[config.mk]
export PLATFORM = sky130hd
export DESIGN_NAME = fhss_sequencer
export DESIGN_NICKNAME = d
export VERILOG_FILES = /design/src/verilog/fhss_pkg.sv /design/src/verilog/fhss_timer_if.sv /design/src/verilog/fhss_step_timer.sv /design/src/verilog/fhss_sequencer.sv
export SDC_FILE = /design/constraint.sdc
export NUM_CORES = 1
export LEC_CHECK = 0
export BUFFER_PORTS_ARGS = -buffer_cell sky130_fd_sc_hd__buf_2
export CAP_MARGIN = 20
export CORE_UTILIZATION = 52
export CTS_CLUSTER_DIAMETER = 30
export DETAILED_ROUTE_END_ITERATION = 8
export PLACE_DENSITY = 0.81
export SYNTH_ARGS = -nofsm -noshare
export SYNTH_HDL_FRONTEND = slang
export SYNTH_SLANG_ARGS = --single-unit
[constraint.sdc]
create_clock -name clk_sys -period 2.8 [get_ports clk_sys]
set_clock_uncertainty 0.1 [all_clocks]
set_input_delay 0.42 -clock clk_sys [delete_from_list [all_inputs] [get_ports clk_sys]]
set_output_delay 0.42 -clock clk_sys [all_outputs]
set_load 0.02 [all_outputs]
[src/verilog/fhss_pkg.sv]
// Constants and types shared by the floppy head stepper sequencer files.
package fhss_pkg;

  // Clock and widths.
  localparam int CLK_PERIOD_NS = 100;
  localparam int CNT_W         = 16;
  localparam int STEP_W        = 20;

  // Step geometry: eighth-track steps, overshoot, eject run-out, rezero limit.
  localparam logic [STEP_W-1:0] TRACK_STEPS      = 20'h0_0008;
  localparam logic [STEP_W-1:0] OVERSHOOT_STEPS  = 20'h0_0004;
  localparam logic [CNT_W-1:0]  EJECT_TRACKS     = 16'h0009;
  localparam logic [STEP_W-1:0] REZERO_MAX_STEPS = 20'h0_0320;

  // Logical phase pairs that open a movement in each direction.
  localparam logic [1:0] FWD_START_PAIR = 2'h3;
  localparam logic [1:0] REV_START_PAIR = 2'h0;

  // Settle time of the sense line after the select lines change.
  localparam int SENSE_SETTLE_NS = 1000;
  localparam logic [CNT_W-1:0] SENSE_SETTLE_CYC =
    CNT_W'((SENSE_SETTLE_NS + CLK_PERIOD_NS - 1) / CLK_PERIOD_NS);

  // Commands taken from the user side.
  typedef enum logic [2:0]
  {
    OP_SEEK       = 3'h0,
    OP_REZERO     = 3'h1,
    OP_EJECT      = 3'h2,
    OP_SENSE_DISK = 3'h3,
    OP_SENSE_WP   = 3'h4
  } fhss_op_e;

  // Sequencer states.
  typedef enum logic [1:0]
  {
    ST_IDLE  = 2'h0,
    ST_MOVE  = 2'h1,
    ST_HOLD  = 2'h2,
    ST_SENSE = 2'h3
  } fhss_state_e;

  // Whole state of the sequencer.
  typedef struct packed
  {
    fhss_state_e       state;
    fhss_op_e          op;
    logic              dir;
    logic              overshoot;
    logic              eject_tail;
    logic [STEP_W-1:0] steps_left;
    logic [1:0]        pair;
    logic [3:0]        phases;
    logic              head_sel;
    logic              ready;
    logic              done;
    logic              result;
    logic              cal_found;
    logic              sense_m;
    logic              sense_q;
    logic              cal_m;
    logic              cal_q;
  } fhss_ctl_s;

  localparam fhss_ctl_s CTL_RESET = '{state: ST_IDLE, op: OP_SEEK, default: '0};

  // Whole state of the period timer.
  typedef struct packed
  {
    logic [CNT_W-1:0] cnt;
  } fhss_tmr_s;

  localparam fhss_tmr_s TMR_RESET = '{cnt: 16'h0000};

endpackage

[src/verilog/fhss_timer_if.sv]
// Link between the sequencer and its step period timer.
interface fhss_timer_if;
  logic                       load;
  logic [fhss_pkg::CNT_W-1:0] period;
  logic                       expired;

  modport ctl (output load, output period, input expired);
  modport tmr (input load, input period, output expired);
endinterface

[src/verilog/fhss_step_timer.sv]
// Down counter that times each phase pattern of the stepper.
module fhss_step_timer
(
  input  wire logic  clk_sys,
  input  wire logic  reset,
  fhss_timer_if.tmr  tif
);

  fhss_pkg::fhss_tmr_s st;
  fhss_pkg::fhss_tmr_s next_st;

  // A load of P makes expired high in the P-th cycle after the load edge.
  // A period of zero is taken as one so the sequencer can never hang.
  always_comb
  begin
    next_st = st;
    if (tif.load)
    begin
      next_st.cnt = (tif.period == 16'h0000) ? 16'h0001 : tif.period;
    end
    else if (st.cnt != 16'h0000)
    begin
      next_st.cnt = st.cnt - 16'h0001;
    end
  end

  // State register.
  always_ff @(posedge clk_sys)
  begin
    if (reset)
    begin
      st <= fhss_pkg::TMR_RESET;
    end
    else
    begin
      st <= next_st;
    end
  end

  assign tif.expired = (st.cnt == 16'h0001);

endmodule

[src/verilog/fhss_sequencer.sv]
// Host-side stepper phase sequencer, sense poller and eject driver for a floppy drive.
module fhss_sequencer
(
  input  wire logic        clk_sys,
  input  wire logic        reset,
  input  wire logic        cmd_valid,
  input  wire logic [2:0]  cmd_op,
  input  wire logic        cmd_reverse,
  input  wire logic [15:0] cmd_count,
  input  wire logic        cmd_in_tracks,
  input  wire logic [15:0] period_accel,
  input  wire logic [15:0] period_run,
  input  wire logic [15:0] period_decel,
  input  wire logic [7:0]  phase_order,
  input  wire logic        sense_pin,
  input  wire logic        calib_pin,
  output logic             cmd_ready,
  output logic             cmd_done,
  output logic             sense_result,
  output logic             cal_found,
  output logic             stepper_phase_a,
  output logic             stepper_phase_b,
  output logic             stepper_phase_c,
  output logic             stepper_phase_d,
  output logic             head_choice_line
);

  fhss_pkg::fhss_ctl_s st;
  fhss_pkg::fhss_ctl_s next_st;
  fhss_timer_if        tif ();

  // Physical line of a logical phase, as the programmable order maps it.
  function automatic logic [3:0] line_of(input logic [1:0] idx, input logic [7:0] order);
    logic [1:0] sel;
    sel = order[{idx, 1'b0} +: 2];
    return 4'h1 << sel;
  endfunction

  // Lines of a logical pair: phase idx and the next one round the ring.
  function automatic logic [3:0] pair_lines(input logic [1:0] idx, input logic [7:0] order);
    logic [1:0] nxt;
    nxt = idx + 2'h1;
    return line_of(idx, order) | line_of(nxt, order);
  endfunction

  // Command count in eighth-track steps.
  function automatic logic [19:0] to_steps(input logic [15:0] cnt, input logic trk);
    logic [19:0] c;
    c = 20'(cnt);
    return trk ? 20'(c * fhss_pkg::TRACK_STEPS) : c;
  endfunction

  // Opens a movement on the start pair of the chosen direction.
  function automatic fhss_pkg::fhss_ctl_s start_move(input fhss_pkg::fhss_ctl_s s,
                                                      input logic rev,
                                                      input logic [19:0] n,
                                                      input logic [7:0] order);
    fhss_pkg::fhss_ctl_s r;
    r = s;
    r.state = fhss_pkg::ST_MOVE;
    r.dir = rev;
    r.pair = rev ? fhss_pkg::REV_START_PAIR : fhss_pkg::FWD_START_PAIR;
    r.phases = pair_lines(r.pair, order);
    r.steps_left = n;
    r.head_sel = 1'b0;
    return r;
  endfunction

  // Next-state logic; the timer is loaded in the same cycle a pattern changes.
  always_comb
  begin
    next_st = st;
    tif.load = 1'b0;
    tif.period = period_run;
    next_st.done = 1'b0;
    next_st.sense_m = sense_pin;
    next_st.sense_q = st.sense_m;
    next_st.cal_m = calib_pin;
    next_st.cal_q = st.cal_m;
    case (st.state)
      fhss_pkg::ST_IDLE:
      begin
        next_st.phases = 4'h0;
        next_st.head_sel = 1'b0;
        next_st.ready = 1'b1;
        if (cmd_valid && st.ready)
        begin
          next_st.ready = 1'b0;
          next_st.op = fhss_pkg::fhss_op_e'(cmd_op);
          next_st.overshoot = 1'b0;
          next_st.eject_tail = 1'b0;
          tif.load = 1'b1;
          tif.period = period_accel;
          case (cmd_op)
            fhss_pkg::OP_SEEK:
            begin
              // Small offsets for read retries are plain seeks in step units.
              if (cmd_reverse)
              begin
                next_st = start_move(next_st, 1'b1,
                                     to_steps(cmd_count, cmd_in_tracks)
                                     + fhss_pkg::OVERSHOOT_STEPS, phase_order);
                next_st.overshoot = 1'b1;
              end
              else
              begin
                next_st = start_move(next_st, 1'b0, to_steps(cmd_count, cmd_in_tracks),
                                     phase_order);
              end
            end
            fhss_pkg::OP_REZERO:
            begin
              next_st.cal_found = 1'b0;
              next_st = start_move(next_st, 1'b0, fhss_pkg::REZERO_MAX_STEPS, phase_order);
            end
            fhss_pkg::OP_EJECT:
            begin
              next_st = start_move(next_st, 1'b1, fhss_pkg::TRACK_STEPS, phase_order);
            end
            fhss_pkg::OP_SENSE_DISK, fhss_pkg::OP_SENSE_WP:
            begin
              next_st.state = fhss_pkg::ST_SENSE;
              next_st.head_sel = (cmd_op == fhss_pkg::OP_SENSE_DISK);
              next_st.phases = (cmd_op == fhss_pkg::OP_SENSE_DISK) ?
                               line_of(2'h0, phase_order) : 4'h0;
              tif.period = fhss_pkg::SENSE_SETTLE_CYC;
            end
            default:
            begin
              // Unknown codes are dropped without a done pulse.
              next_st.ready = 1'b1;
              tif.load = 1'b0;
            end
          endcase
        end
      end
      fhss_pkg::ST_MOVE:
      begin
        if (tif.expired)
        begin
          tif.load = 1'b1;
          if (st.steps_left == 20'h0_0000 ||
              (st.op == fhss_pkg::OP_REZERO && st.cal_q))
          begin
            // Phase a alone parks the carriage for one deceleration period.
            next_st.cal_found = (st.op == fhss_pkg::OP_REZERO) && st.cal_q;
            next_st.state = fhss_pkg::ST_HOLD;
            next_st.phases = line_of(2'h0, phase_order);
            tif.period = period_decel;
          end
          else
          begin
            next_st.pair = st.dir ? st.pair + 2'h1 : st.pair - 2'h1;
            next_st.phases = pair_lines(next_st.pair, phase_order);
            next_st.steps_left = st.steps_left - 20'h0_0001;
            tif.period = (st.steps_left == 20'h0_0001) ? period_decel : period_run;
          end
        end
      end
      fhss_pkg::ST_HOLD:
      begin
        if (tif.expired)
        begin
          next_st.phases = 4'h0;
          if (st.overshoot)
          begin
            // Ending forward takes up the carriage backlash in one direction only.
            next_st = start_move(next_st, 1'b0, fhss_pkg::OVERSHOOT_STEPS,
                                 phase_order);
            next_st.overshoot = 1'b0;
            tif.load = 1'b1;
            tif.period = period_accel;
          end
          else if (st.op == fhss_pkg::OP_EJECT && !st.eject_tail)
          begin
            next_st.state = fhss_pkg::ST_SENSE;
            next_st.head_sel = 1'b1;
            next_st.phases = line_of(2'h0, phase_order);
            tif.load = 1'b1;
            tif.period = fhss_pkg::SENSE_SETTLE_CYC;
          end
          else
          begin
            next_st.state = fhss_pkg::ST_IDLE;
            next_st.done = 1'b1;
            next_st.ready = 1'b1;
          end
        end
      end
      fhss_pkg::ST_SENSE:
      begin
        if (tif.expired)
        begin
          if (st.op == fhss_pkg::OP_EJECT)
          begin
            tif.load = 1'b1;
            tif.period = period_accel;
            if (st.sense_q)
            begin
              next_st = start_move(next_st, 1'b1, fhss_pkg::TRACK_STEPS, phase_order);
            end
            else
            begin
              next_st = start_move(next_st, 1'b1, to_steps(fhss_pkg::EJECT_TRACKS, 1'b1),
                                   phase_order);
              next_st.eject_tail = 1'b1;
            end
          end
          else
          begin
            next_st.result = st.sense_q;
            next_st.state = fhss_pkg::ST_IDLE;
            next_st.phases = 4'h0;
            next_st.head_sel = 1'b0;
            next_st.done = 1'b1;
            next_st.ready = 1'b1;
          end
        end
      end
      default:
      begin
        next_st.state = fhss_pkg::ST_IDLE;
      end
    endcase
  end

  // State register; the sense and calibration pins pass two flops here.
  always_ff @(posedge clk_sys)
  begin
    if (reset)
    begin
      st <= fhss_pkg::CTL_RESET;
    end
    else
    begin
      st <= next_st;
    end
  end

  fhss_step_timer u_timer
  (
    .clk_sys (clk_sys),
    .reset   (reset),
    .tif     (tif)
  );

  // Every output is a field of the state register.
  assign cmd_ready        = st.ready;
  assign cmd_done         = st.done;
  assign sense_result     = st.result;
  assign cal_found        = st.cal_found;
  assign stepper_phase_a  = st.phases[0];
  assign stepper_phase_b  = st.phases[1];
  assign stepper_phase_c  = st.phases[2];
  assign stepper_phase_d  = st.phases[3];
  assign head_choice_line = st.head_sel;
endmodule

==> results.json <==
{
  "fillers": 768,
  "slew_violations": 0,
  "drive_above_1_share": 0.2538,
  "p_comb_frac": 0.524,
  "switchingPower_uw": 1673,
  "hold_buffers": 0,
  "antenna_found_initial": 0,
  "numPortBuffers": 90,
  "status": "finished clean",
  "p_clk_frac": 0.184,
  "critPathKind": "reg2reg",
  "grt_pass1_wl_um": 24870,
  "ctsHtreeMaxLevel": 3,
  "clkTransAtPathRegs_ns": 0.07,
  "rsz0062_at_grt": "true",
  "std_cell_rows": 35,
  "grt_overflow": 0,
  "slew_headroom": 0.5611,
  "cpPeakStageDelay_ns": 0.57,
  "max_cap_viol_count": 0,
  "peakVddDrop_mv": 0.3101,
  "floorplan.initialDensity": 0.5378,
  "dp_hpwl_um": 11630,
  "synth-edff-count": 0,
  "antenna_left": 0,
  "crit_path_start_kind": "flop",
  "critPathCaptureType": "flop",
  "core_um2": 9240,
  "drt-initial-drc-count": 384,
  "gp_congestion": 0.9607,
  "min_period_ns": 2.720,
  "clock_path_buffers": 2,
  "nets": 864,
  "synth_cells": 671,
  "die_h_um": 99.76,
  "worstHoldPathType": "in2reg",
  "grt_pass1_vias": 5302,
  "synth_top_flop_cell": "dfxtp_1",
  "critPathTopFamily": "simple AND/OR/NAND/NOR gates",
  "fin_util": 0.6532,
  "cts_tree": "done",
  "path_buf_inv": 0,
  "wl_per_cell_um": 17.38,
  "powerDensity_nw_per_um2": 651.1,
  "final_common_cell": "buf_2",
  "final_cell_mix": "buf_2, nor2_1, nand2_1",
  "sw_frac_of_total": 0.4257,
  "route.vias.total": 5760,
  "ys.warnings.count": 0,
  "postSynth.asyncResetShare": 0,
  "p_total_uw": 3930,
  "ys_ff_latch": 59,
  "placed_cell_area_um2": 5751,
  "cellLeakagePower_uw": 0.002430,
  "numCtsBuffers": 9,
  "cts-root-buf": "clkbuf_8",
  "crit_fanout": 6,
  "internal_power_uw": 2257,
  "io_pins": 91,
  "setup_viol": 0,
  "path_cells": "or4_4 -> or3_4 -> nor4_4 -> and2_2 -> mux2i_1 -> o21ai_2 -> nor4b_1 -> a41o_1",
  "ys_types": 77,
  "grt_max_degree": 60,
  "postLayoutCellArea_um2": 6036,
  "fin_crit_sh": 0.9713,
  "ys_seq_area_frac": 0.2377,
  "syn_area_um2": 4970,
  "via_per_inst": 6.337,
  "clock_latency_ns": 0.34,
  "dr.pass1.iters": 7,
  "cts_sinks": 59,
  "crit_arrival_ns": 2.91,
  "syn-num-nets": 759,
  "crit_required_ns": 2.99,
  "diodes": 0,
  "max_freq_mhz": 367.7,
  "die_width_um": 99.76,
  "slowest_stage": "or4_4",
  "drc": 0,
  "finalHoldViolCount": 0,
  "totalWireLength_um": 15800,
  "syn_to_final_growth_pct": 21.45,
  "grt_usage": 0.3103,
  "seq_power_share": 0.293,
  "die_area_um2": 9952,
  "avgSynthCellArea_um2": 7.407,
  "worstMarginPinSlew_ns": 0.6533
}
timing repair:
item	in CTS	in global routing
setup buffers	0	2
endpoints found under the setup margin	2	7
cloned	0	2
pin swaps	0	2
resized for setup	2	9
layer usage:
metal / GRT usage / vias to the layer above / wire, µm / part of all wire
met4: 0.1267 / 0 / 463 / 0.029
met1: 0.4079 / 2653 / 6703 / 0.42
met5: 0 / - / 0 / 0
met2: 0.5050 / 348 / 7204 / 0.46
li1: - / 2709 / - / -
met3: 0.05060 / 50 / 1425 / 0.090
logic make-up after synthesis:
family	count (synthesis)	share of synthesized area
flops	59	0.2377
simple gates	286	0.3021
xor+xnor	33	0.05816
compound gates	203	0.2784
buf+inv	61	0.05111
mux	23	0.05740
fa+ha+maj	6	0.01511
cell usage after synthesis (6+ instances only):
master / n / area [µm²]
xnor2_1: 17 / 148.9
ha_1: 6 / 75.07
and2_1: 7 / 43.79
a22o_1: 8 / 70.07
buf_2: 11 / 55.05
a22oi_1: 30 / 225.2
a21oi_1: 42 / 210.2
o21ai_0: 31 / 155.2
dfxtp_1: 59 / 1181
o21ai_1: 13 / 65.06
nor4_1: 14 / 87.58
or4_1: 6 / 45.04
nor2b_1: 12 / 75.07
nor3_1: 24 / 120.1
nor2_1: 71 / 266.5
o32ai_1: 6 / 52.55
nand4_1: 7 / 43.79
a211oi_1: 14 / 105.1
mux2i_1: 15 / 150.1
o22ai_1: 10 / 62.56
clkbuf_1: 30 / 112.6
nand2_1: 71 / 266.5
xor2_1: 16 / 140.1
inv_1: 14 / 52.55
nand3_1: 25 / 125.1
sequential cells by signal, indices dropped and copies added (netlist names):
register / flops
head_choice_line: 1
cmd_done: 1
stepper_phase_b: 1
u_timer.st: 16
cal_found: 1
cmd_ready: 1
sense_result: 1
stepper_phase_c: 1
stepper_phase_d: 1
stepper_phase_a: 1
st: 34
area by class of cell:
| cell class | count | area (µm²) | share of cell area |
|---|---|---|---|
| Clock buffer | 11 | 151.4 | 0.02508 |
| Clock inverter | 4 | 26.28 | 0.004353 |
| Inverter | 14 | 52.55 | 0.008706 |
| Multi-Input combinational cell | 551 | 3581 | 0.5933 |
| Sequential cell | 59 | 1182 | 0.1959 |
| Tap cell | 129 | 161.4 | 0.02674 |
| Timing Repair Buffer | 141 | 880.8 | 0.1459 |
metrics by stage:
stage / hold slack (ns) / TNS (ns) / std cells / setup WS, ns
after floorplan: 0.3138 / 0 / 671 / 0.08366
after global placement: 0.3273 / 0 / 890 / 0.07022
after detailed placement: 0.3374 / -0.01280 / 890 / -0.01280
after CTS: 0.1793 / 0 / 905 / 0.04760
after global routing: 0.1949 / -0.04018 / 909 / -0.04018
final: 0.1872 / 0 / 909 / 0.08044
worst reg2reg max path: stages, from the launching register on:
cell and delay, ns:
dfxtp_1 0.36, or4_4 0.57, or3_4 0.37, nor4_4 0.15, and2_2 0.29, mux2i_1 0.25
o21ai_2 0.09, nor4b_1 0.29, a41o_1 0.20
final timing paths:
check                        startpoint                         end  slack (ns)  cells past startpoint
max reg2reg  u_timer.st[9]$_SDFFE_PP0P_  u_timer.st[0]$_SDFFE_PP0P_        0.08                      8
min reg2reg            st[3]$_SDFF_PP0_            st[2]$_SDFF_PP0_        0.35                      1
max          u_timer.st[9]$_SDFFE_PP0P_  u_timer.st[0]$_SDFFE_PP0P_        0.08                      8
min                           sense_pin            st[3]$_SDFF_PP0_        0.19                      2
power groups by stage:
stage               registers [µW]  logic [µW]  clock network (µW)
floorplan                     1120        1440                   0
global placement              1150        1890                   0
detailed placement            1160        1940                   0
CTS                           1140        1960                 725
global route                  1170        2250                 755
finish                        1150        2060                 721
(Power assumes the default switching activity.)
